File: config.mk
export PLATFORM = sky130hd
export DESIGN_NAME = uad_decoder
export DESIGN_NICKNAME = d
export VERILOG_FILES = /design/src/verilog/uad_base_add.v /design/src/verilog/uad_down_counter.v /design/src/verilog/uad_decoder.v
export VERILOG_INCLUDE_DIRS = /design/src /design/src/common
export SDC_FILE = /design/constraint.sdc
export NUM_CORES = 1
export LEC_CHECK = 0
export ABC_AREA = 1
export BUFFER_PORTS_ARGS = -buffer_cell sky130_fd_sc_hd__buf_2
export CAP_MARGIN = 30
export CELL_PAD_IN_SITES_DETAIL_PLACEMENT = 0
export CELL_PAD_IN_SITES_GLOBAL_PLACEMENT = 2
export CORE_AREA = 2 2 107 130
export CTS_CLUSTER_SIZE = 30
export DETAILED_ROUTE_END_ITERATION = 12
export DIE_AREA = 0 0 109 132
export PLACE_DENSITY = 0.8
export SETUP_SLACK_MARGIN = 0.05
export SYNTH_ARGS = -nofsm -noshare
export SYNTH_HDL_FRONTEND = slang
export SYNTH_SLANG_ARGS = --single-unit
File: constraint.sdc
create_clock -name clk -period 2.3 [get_ports clk]
set_clock_uncertainty 0.2 [all_clocks]
set_input_delay 0.23 -clock clk [delete_from_list [all_inputs] [get_ports clk]]
set_output_delay 0.23 -clock clk [all_outputs]
set_load 0.02 [all_outputs]
File: src/common/uad_defines.vh
// constants and behaviour summary for the alpha field decoder
// Behaviour
// - leading byte 0x80 means each following byte pair up to an all-ones pair is one 16-bit character
// - in the pair scheme the earlier byte is the high byte
// - with leading byte 0x81, byte two is the character count
// - 0x81 base pointer is byte three placed at bits 14..7, rest zero
// - 0x81 characters start at byte four; top bit clear gives a default character
// - top bit set: low seven bits plus base pointer is the code point
// - with leading byte 0x82, byte two is the count, bytes three-four the base
// - 0x82 characters start at byte five under the same top-bit rule
// - inside the declared count a 0xff byte is a character, not padding
// - all three wide schemes are decoded, covering small and large sets
`ifndef UAD_DEFINES_VH
`define UAD_DEFINES_VH

`define UAD_BYTE_W       8
`define UAD_CHAR_W       16
`define UAD_CNT_W        8
`define UAD_TOP_BIT      7
`define UAD_LOW7         6:0

`define UAD_LEAD_PAIR    8'h80
`define UAD_LEAD_HALF    8'h81
`define UAD_LEAD_FULL    8'h82
`define UAD_PAD_BYTE     8'hff
`define UAD_PAD_PAIR     16'hffff

`define UAD_HALF_TOP     1'h0
`define UAD_HALF_LOW     7'h00
`define UAD_DEF_HIGH     9'h000

`define UAD_SCH_DEFAULT  2'h0
`define UAD_SCH_PAIR     2'h1
`define UAD_SCH_HALF     2'h2
`define UAD_SCH_FULL     2'h3

`define UAD_CNT_ZERO     8'h00
`define UAD_CNT_ONE      8'h01

`endif

File: src/verilog/uad_base_add.v
// adds a seven-bit offset to a sixteen-bit base pointer
`timescale 1ns/1ps
`include "uad_defines.vh"

module uad_base_add #(
	parameter W = `UAD_CHAR_W
) (
	input  wire [W-1:0] base,
	input  wire [6:0]   offset,
	output wire [W-1:0] sum
);

	// wraps inside the code space, no carry out
	assign sum = base + {{(W-7){1'b0}}, offset};

endmodule // uad_base_add

File: src/verilog/uad_down_counter.v
// loadable down counter for the declared character count
`timescale 1ns/1ps
`include "uad_defines.vh"

module uad_down_counter #(
	parameter W = `UAD_CNT_W
) (
	input  wire         clk,
	input  wire         resetn,
	input  wire         load,
	input  wire [W-1:0] load_val,
	input  wire         dec,
	output wire         is_zero,
	output wire         is_one
);

	reg [W-1:0] count;

	always @(posedge clk) begin
		if (!resetn) begin
			count <= {W{1'b0}};
		end else if (load) begin
			count <= load_val;
		end else if (dec && (count != {W{1'b0}})) begin
			count <= count - {{(W-1){1'b0}}, 1'b1};
		end
	end

	assign is_zero = (count == {W{1'b0}});
	assign is_one  = (count == {{(W-1){1'b0}}, 1'b1});

endmodule // uad_down_counter

File: src/verilog/uad_decoder.v
// alpha field byte stream to character stream decoder
`timescale 1ns/1ps
`include "uad_defines.vh"

module uad_decoder (
	input  wire        clk,
	input  wire        resetn,
	input  wire        in_valid,
	output wire        in_ready,
	input  wire [7:0]  in_byte,
	input  wire        in_last,
	output reg         out_valid,
	input  wire        out_ready,
	output reg  [15:0] out_char,
	output reg         out_ucs2,
	output reg  [1:0]  scheme,
	output reg         rec_done,
	output reg         short_rec
);

	localparam [8:0] ST_HEAD    = 9'h001;
	localparam [8:0] ST_PAIR_HI = 9'h002;
	localparam [8:0] ST_PAIR_LO = 9'h004;
	localparam [8:0] ST_COUNT   = 9'h008;
	localparam [8:0] ST_BASE_HI = 9'h010;
	localparam [8:0] ST_BASE_LO = 9'h020;
	localparam [8:0] ST_CHARS   = 9'h040;
	localparam [8:0] ST_DEFAULT = 9'h080;
	localparam [8:0] ST_SKIP    = 9'h100;

	reg  [8:0]  state;
	reg  [7:0]  hi_byte;
	reg  [15:0] base;

	reg  [8:0]  next_state;
	reg  [7:0]  next_hi_byte;
	reg  [15:0] next_base;
	reg         next_out_valid;
	reg  [15:0] next_out_char;
	reg         next_out_ucs2;
	reg  [1:0]  next_scheme;
	reg         next_rec_done;
	reg         next_short_rec;
	reg         cnt_load;
	reg         cnt_dec;

	wire        take;
	wire        cnt_zero;
	wire        cnt_one;
	wire [15:0] offset_sum;
	wire        top_set;
	wire [15:0] default_char;

	// one output stage; a byte is taken only when the stage can accept a result
	assign in_ready     = ~out_valid | out_ready;
	assign take         = in_valid & in_ready;
	assign top_set      = in_byte[`UAD_TOP_BIT];
	assign default_char = {`UAD_DEF_HIGH, in_byte[`UAD_LOW7]};

	uad_base_add #(
		.W(`UAD_CHAR_W)
	) u_add (
		.base  (base),
		.offset(in_byte[`UAD_LOW7]),
		.sum   (offset_sum)
	);

	uad_down_counter #(
		.W(`UAD_CNT_W)
	) u_cnt (
		.clk     (clk),
		.resetn  (resetn),
		.load    (cnt_load),
		.load_val(in_byte),
		.dec     (cnt_dec),
		.is_zero (cnt_zero),
		.is_one  (cnt_one)
	);

	always @* begin
		next_state     = state;
		next_hi_byte   = hi_byte;
		next_base      = base;
		next_out_valid = out_valid & ~out_ready;
		next_out_char  = out_char;
		next_out_ucs2  = out_ucs2;
		next_scheme    = scheme;
		next_rec_done  = 1'b0;
		next_short_rec = 1'b0;
		cnt_load       = 1'b0;
		cnt_dec        = 1'b0;
		if (take) begin
			case (state)
				ST_HEAD: begin
					// all three wide schemes are always available
					if (in_byte == `UAD_LEAD_PAIR) begin
						next_scheme = `UAD_SCH_PAIR;
						next_state  = ST_PAIR_HI;
					end else if (in_byte == `UAD_LEAD_HALF) begin
						next_scheme = `UAD_SCH_HALF;
						next_state  = ST_COUNT;
					end else if (in_byte == `UAD_LEAD_FULL) begin
						next_scheme = `UAD_SCH_FULL;
						next_state  = ST_COUNT;
					end else if (in_byte == `UAD_PAD_BYTE) begin
						// empty default record
						next_scheme = `UAD_SCH_DEFAULT;
						next_state  = ST_SKIP;
					end else begin
						next_scheme    = `UAD_SCH_DEFAULT;
						next_out_valid = 1'b1;
						next_out_char  = default_char;
						next_out_ucs2  = 1'b0;
						next_state     = ST_DEFAULT;
					end
				end
				ST_PAIR_HI: begin
					next_hi_byte = in_byte;
					next_state   = ST_PAIR_LO;
				end
				ST_PAIR_LO: begin
					// an all-ones pair is padding and ends the text
					if ({hi_byte, in_byte} == `UAD_PAD_PAIR) begin
						next_state = ST_SKIP;
					end else begin
						next_out_valid = 1'b1;
						next_out_char  = {hi_byte, in_byte};
						next_out_ucs2  = 1'b1;
						next_state     = ST_PAIR_HI;
					end
				end
				ST_COUNT: begin
					cnt_load = 1'b1;
					if (scheme == `UAD_SCH_HALF) begin
						next_state = ST_BASE_LO;
					end else begin
						next_state = ST_BASE_HI;
					end
				end
				ST_BASE_HI: begin
					next_hi_byte = in_byte;
					next_state   = ST_BASE_LO;
				end
				ST_BASE_LO: begin
					if (scheme == `UAD_SCH_HALF) begin
						next_base = {`UAD_HALF_TOP, in_byte, `UAD_HALF_LOW};
					end else begin
						next_base = {hi_byte, in_byte};
					end
					// characters follow at byte four or five
					if (cnt_zero) begin
						next_state = ST_SKIP;
					end else begin
						next_state = ST_CHARS;
					end
				end
				ST_CHARS: begin
					// every byte inside the count is a character, 0xff included
					next_out_valid = 1'b1;
					cnt_dec        = 1'b1;
					if (top_set) begin
						next_out_char = offset_sum;
						next_out_ucs2 = 1'b1;
					end else begin
						next_out_char = default_char;
						next_out_ucs2 = 1'b0;
					end
					if (cnt_one) begin
						next_state = ST_SKIP;
					end
				end
				ST_DEFAULT: begin
					if (in_byte == `UAD_PAD_BYTE) begin
						next_state = ST_SKIP;
					end else begin
						next_out_valid = 1'b1;
						next_out_char  = default_char;
						next_out_ucs2  = 1'b0;
					end
				end
				ST_SKIP: begin
					next_state = ST_SKIP;
				end
				default: begin
					next_state = ST_SKIP;
				end
			endcase
			if (in_last) begin
				next_state    = ST_HEAD;
				next_rec_done = 1'b1;
				// record ended inside the header or before the declared count was delivered
				if (((state == ST_HEAD) && ((in_byte == `UAD_LEAD_HALF) ||
				                            (in_byte == `UAD_LEAD_FULL))) ||
				    (state == ST_COUNT) || (state == ST_BASE_HI) ||
				    ((state == ST_BASE_LO) && !cnt_zero) ||
				    ((state == ST_CHARS) && !cnt_one)) begin
					next_short_rec = 1'b1;
				end
			end
		end
	end

	always @(posedge clk) begin
		if (!resetn) begin
			state     <= ST_HEAD;
			hi_byte   <= 8'h00;
			base      <= 16'h0000;
			out_valid <= 1'b0;
			out_char  <= 16'h0000;
			out_ucs2  <= 1'b0;
			scheme    <= `UAD_SCH_DEFAULT;
			rec_done  <= 1'b0;
			short_rec <= 1'b0;
		end else begin
			state     <= next_state;
			hi_byte   <= next_hi_byte;
			base      <= next_base;
			out_valid <= next_out_valid;
			out_char  <= next_out_char;
			out_ucs2  <= next_out_ucs2;
			scheme    <= next_scheme;
			rec_done  <= next_rec_done;
			short_rec <= next_short_rec;
		end
	end

endmodule // uad_decoder

After elaboration in Yosys (flattened, before gate mapping)
Index checks and enable logic that the tools add are counted.
{"block": "totals", "ff_bits": 63, "output_inout_bits": 23}
{"block": "classes", "addsub": 2, "eq_ne": 21, "muxes": 44, "n_bitwise": 5, "n_reduce_logical": 23}
{"cell": "16-bit two-way mux", "n": 7}
{"cell": "9-bit two-way mux", "n": 9}
{"cell": "9-bit case mux with 8 select lines", "n": 1}
{"cell": "16-bit case mux with 4 select lines", "n": 1}
{"cell": "8-bit equality test (second input constant)", "n": 4}
{"cell": "1-bit two-way mux", "n": 18}
{"cell": "16-bit by 7-bit adder with 16-bit output", "n": 1}
{"cell": "16-bit equality test (second input constant)", "n": 1}
{"cell": "8-bit two-way mux", "n": 2}
{"cell": "9-bit by 1-bit equality test with 1-bit output (second input constant)", "n": 1}
{"cell": "9-bit by 2-bit equality test with 1-bit output (second input constant)", "n": 1}
{"cell": "9-bit by 3-bit equality test with 1-bit output (second input constant)", "n": 1}
{"cell": "9-bit by 4-bit equality test with 1-bit output (second input constant)", "n": 1}
{"cell": "9-bit by 5-bit equality test with 1-bit output (second input constant)", "n": 1}
{"cell": "9-bit by 6-bit equality test with 1-bit output (second input constant)", "n": 1}
{"cell": "9-bit by 7-bit equality test with 1-bit output (second input constant)", "n": 1}
{"cell": "9-bit by 8-bit equality test with 1-bit output (second input constant)", "n": 1}
{"cell": "8-bit by 1-bit equality test with 1-bit output (second input constant)", "n": 1}
{"cell": "8-bit logical NOT", "n": 1}
{"cell": "2-bit inequality test (second input constant)", "n": 4}
{"cell": "1-bit case mux with 4 select lines", "n": 2}
{"cell": "2-bit AND reduction", "n": 4}
{"cell": "8-bit nonzero test", "n": 1}
{"cell": "8-bit by 1-bit subtractor with 8-bit output (second input constant)", "n": 1}
{"cell": "15 further kinds", "n": 29}

Longest topological paths before layout
{"block": "logic_depth", "ltp_word": 8, "ltp_mapped": 13, "ltp_nobuf": 13}

Hierarchy
A second synthesis with hierarchy kept.
{"block": "unflattened", "hier_cells": 653, "hier_area_um2": 4277.9}
{"module": "uad_decoder", "instances": 1, "cells_per_inst": 433, "area_per_inst_um2": 3045.4}
{"module": "uad_base_add", "instances": 1, "cells_per_inst": 123, "area_per_inst_um2": 621.8}
{"module": "uad_down_counter", "instances": 1, "cells_per_inst": 97, "area_per_inst_um2": 610.6}

Least setup slack after synthesis
OpenSTA, ideal clock, no wires.
{"block": "synth_timing", "path_type": "register -> register", "startpoint": "reg out_valid", "endpoint": "reg u_cnt.count[7]", "arrival_ps": 1572, "setup_slack_ps": 406, "stages_incl_launch_ff": 10, "n_path_buf": 0, "synth_period_minus_slack_ps": 1894, "path_cell_list": "dfxtp_1 -> inv_1 -> nor2_1 -> inv_1 -> nand2_1 -> inv_1 -> nand2_1 -> inv_1 -> nor4_1 -> nor2_1"}
{"block": "synth_via", "elab_chain_len": 6, "elab_cells_between_ends": 8, "cone_classes": "mux: 3; bitwise: 3; reduce/logical: 2"}
{"element": "from (decl)", "line_no": "uad_decoder.v:12", "text": "output reg out_valid,"}
{"element": "from (signal assigned)", "line_no": "uad_decoder.v:218", "text": "out_valid <= next_out_valid;"}
{"element": "1-bit inverter *", "line_no": "uad_decoder.v:55", "text": "assign in_ready = ~out_valid | out_ready;"}
{"element": "1-bit bitwise OR *", "line_no": "uad_decoder.v:55"}
{"element": "net in_ready", "line_no": "uad_decoder.v:9", "text": "output wire in_ready,"}
{"element": "1-bit AND *", "line_no": "uad_decoder.v:56", "text": "assign take = in_valid & in_ready;"}
{"element": "1-bit two-way mux", "line_no": "uad_decoder.v:92", "text": "if (take) begin"}
{"element": "1-bit logical AND", "line_no": "uad_down_counter.v:24", "text": "end else if (dec && (count != {W{1'b0}})) begin"}
{"element": "2-bit nonzero test (no line)"}
{"element": "to (signal assigned)", "line_no": "uad_down_counter.v:21", "text": "count <= {W{1'b0}};"}
{"element": "to (signal assigned)", "line_no": "uad_down_counter.v:23", "text": "count <= load_val;"}
{"element": "to (signal assigned)", "line_no": "uad_down_counter.v:25", "text": "count <= count - {{(W-1){1'b0}}, 1'b1};"}
{"element": "to (decl)", "line_no": "uad_down_counter.v:17", "text": "reg [W-1:0] count;"}
Mark *: on every way through the listed nets, which the timed path passes. The rest lies on a longest branch.
A chain may end at the register's enable or synchronous reset.

Final worst setup path
{"block": "layout_timing", "startpoint": "in out_ready", "endpoint": "reg u_cnt.count[2]"}
{"block": "layout_via", "elab_chain_len": 5, "elab_cells_between_ends": 7, "cone_classes": "mux: 3; bitwise: 2; reduce/logical: 2"}
{"element": "from (decl)", "line_no": "uad_decoder.v:13", "text": "input wire out_ready,"}
{"element": "1-bit bitwise OR *", "line_no": "uad_decoder.v:55"}
{"element": "1-bit AND *", "line_no": "uad_decoder.v:56"}
{"element": "1-bit two-way mux", "line_no": "uad_decoder.v:92"}
{"element": "1-bit logical AND", "line_no": "uad_down_counter.v:24"}
{"element": "2-bit nonzero test (no line)"}
Every way passes the cells marked *; elsewhere a longest branch is shown, timed or not.

==> key figures <==
Power and ir drop
  • IR drop worst, VDD: 293 µV
  • Leakage power: 2.27 nW
  • PwrDens: 595 mW/mm²

GRT
  • Total congestion overflow: 0
  • Via count of the first global-routing pass: 4262
  • Largest net degree at the start of global routing: 33
  • Total track usage: 19.6%
  • Antenna violations before repair: 0
  • Global-route wire length before repair: 21.7 mm

Placement
  • Post-DP HPWL: 10.2 mm
  • GP Congestion: 0.845
  • Cell area after placement: 0.00455 mm²
  • Port bufs: 35

Yosys
  • Most common cell in the netlist: nand2_1
  • Top post-synthesis cells by area: dfxtp_1 (31%), nand2_1 (17%), inv_1 (8.5%)
  • EDFF count, synth: 0
  • Yosys warning count: 0
  • Synth Area in Compound Gates: 16.9%
  • Synthesized instance count: 672
  • Largest family of logic cells by synthesized area: simple AND/OR/NAND/NOR gates
  • #FFs+latches synth: 63
  • Synth Area in Adders: 3.52%
  • Synth Flop Type: dfxtp_1
  • Post-Syn Area: 0.00412 mm²
  • Synth cell count leaders: nand2_1 (186), inv_1 (93), nor2_1 (79), dfxtp_1 (63), a21oi_1 (62)
  • Share of the synthesized area in the top cell type: 30.6%
  • Ys async rst share: 0%
  • Avg Cell Area, Syn: 6.13 µm²
  • Synth cell types: 33
  • Mux share of post-synthesis cell area: 0%
  • Syn Nets: 696
  • Synth area leader: dfxtp_1
  • XOR/XNOR share of the synthesized area: 1.28%
  • Simple-Gate Fraction of Synth Area: 36.5%
  • Register area share after synthesis: 30.6%

Clock tree
  • H-tree levels: 3
  • Cts bufs inserted: 9
  • Worst-case clock buffer depth: 2
  • Clk slew on worst S/H paths: 0.06 ns
  • CTS tree: built
  • Clk root buf: clkbuf_16
  • Clock sink count: 63
  • Post-CTS Setup Bufs: 0
  • Worst skew pair latency: 0.35 ns

Worst setup path
  • Crit path DAT: 2.09 ns
  • Worst path slowest cell: dlygate4sd3_1
  • Crit path kind: in2reg
  • Worst Path Buf+Inv: 4
  • CP required: 2.32 ns
  • Crit path cell chain: dlygate4sd3_1, buf_2, nor2_1, inv_1, nand2_1, inv_2, nand3_2, nand2_1, o21ai_0, a21oi_1, nor2_1
  • CP max stage delay: 0.53 ns
  • Max FO, Critical Path: 10
  • CP delay by family, top: buffers and inverters
  • Kind of end point of the critical path: register
  • CP Launch Type: primary input

Floorplanning
  • Die ar.: 0.0144 mm²
  • Die width: 109 µm
  • Initial core utilization: 31.5%
  • Die Y: 132 µm
  • Num ports: 36
  • Site row count: 46
  • Core ar.: 0.0131 mm²

Timing
  • Minimum clock period: 2.07 ns
  • Worst slew pin tran: 0.505 ns
  • Final worst path period share: 90.1%
  • Setup TNS: 0 ns
  • Hold Vio Cnt, Final: 0
  • Slew Limit Headroom: 66.3%
  • RSZ-0062 raised after global routing: true
  • # setup viols final: 0
  • Slew Limit Fails: 0
  • FMAX: 0.483 GHz

Hold path
  • Hold Path Class: in2reg

Finish
  • ANT cells: 0
  • NumNets Final: 741
  • Area growth syn-to-layout: 18.7%
  • Final instance area: 0.00489 mm²
  • Layout cells sized above 1: 14.1%

Detailed routing
  • Avg WL per Cell: 15.0 µm
  • Via count: 4367
  • Routed WL: 13.3 mm
  • Residual DRC: 0
  • Drt via density: 4.91
  • Initial DRC count: 234
  • Routed Antenna Nets: 0
  • Detailed Routing Iterations Pass 1: 4

Run
  • Max-cap violations: 0

Run status
  • Outcome: completed
-- worst register-to-register path: stages (launching register included) --
cell	delay [ns]
dfxtp_1	0.34
nor2_2	0.20
nand2_1	0.12
nor2_2	0.22
nor2_1	0.14
a21oi_4	0.28
nand3_2	0.27
nand2_1	0.14
a21oi_1	0.07
-- worst paths after layout --
| kind | startpoint | end | slack (ns) | depth (start not counted) |
|---|---|---|---|---|
| worst min-delay path | in_byte[5] | base[5] | 0.04 | 3 |
| worst min register to register | out_char[2] | out_char[2] | 0.26 | 2 |
| worst max register to register | state[2] | out_char[14] | 0.23 | 8 |
| worst max-delay path | out_ready | u_cnt.count[2] | 0.23 | 11 |
-- power breakdown --
part | internal [mW] | leakage (nW) | switching, mW
Clock | 0.840 | 0.142 | 0.556
Sequential | 1.12 | 0.510 | 0.0202
Combinational | 0.115 | 1.62 | 0.260
Total | 2.07 | 2.27 | 0.836
-- metal layers --
metal	track usage (%)	part of all wire (%)	vias up
met2	33.9	51	75
met3	4.35	3.1	19
met5	0	0	-
met1	22.8	44	2029
li1	-	-	2244
met4	8.69	2.3	0
-- sequential cells by signal, summed over array words and instances (netlist names) --
register and count:
base 16, out_char 16, state 9, hi_byte 8, u_cnt.count 8, scheme 2
out_ucs2 1, out_valid 1, rec_done 1, short_rec 1
-- metrics by stage --
| step | utilization (%) | power [mW] | cells | setup slack [ns] | hold WS [ns] |
|---|---|---|---|---|---|
| 3_3_place_gp | 34.8 | 1.53 | 871 | 0.110 | 0.246 |
| 3_5_place_dp | 34.8 | 1.53 | 871 | 0.0454 | 0.252 |
| 2_1_floorplan | - | 1.41 | 672 | 0.406 | 0.192 |
| 4_1_cts | 37.3 | 2.95 | 889 | 0.0726 | 0.0215 |
| 6_report | 37.4 | 2.91 | 890 | 0.229 | 0.0364 |
| 5_1_grt | 37.4 | 3.05 | 890 | 0.0435 | 0.0691 |
-- cells by family after synthesis --
family / after synthesis
AO/OA/AOI/OAI: 129
XOR/XNOR: 6
adder cells (fa/ha/maj): 11
buffers and inverters: 117
flip-flops: 63
AND/OR/NAND/NOR: 346
-- final cells by class --
type	instances	area (µm²)
Inverter	98	368
Clock inverter	7	72.6
Clock buffer	9	225
Fill cell	1445	8170
Sequential cell	63	1260
Tap cell	168	210
Timing Repair Buffer	52	333
Multi-Input combinational cell	493	2420
-- timing repair --
action                                 in CTS  in global routing
hold buffers                                2                  0
setup endpoints to repair                   0                 12
endpoints found under the hold margin       2                  0
gates resized for setup                     0                  9
-- cells in the final DEF (no fill, tap or decap), types with 3 or more instances in the layout --
| cell type | instances |
|---|---|
| inv_1 | 92 |
| nand2_1 | 185 |
| a21oi_1 | 62 |
| clkbuf_16 | 9 |
| nor2_1 | 77 |
| buf_4 | 13 |
| o21ai_0 | 46 |
| buf_2 | 35 |
| nand3_2 | 3 |
| nand2_2 | 4 |
| nand3_1 | 45 |
| o22ai_1 | 3 |
| nand4_1 | 8 |
| nor2_4 | 4 |
| nor3_1 | 4 |
| ha_1 | 9 |
| nor2_2 | 11 |
| a211oi_1 | 10 |
| xor2_1 | 5 |
| inv_2 | 6 |
| dfxtp_1 | 63 |
| o21ai_1 | 3 |
Power figures use the tool's default switching activity.
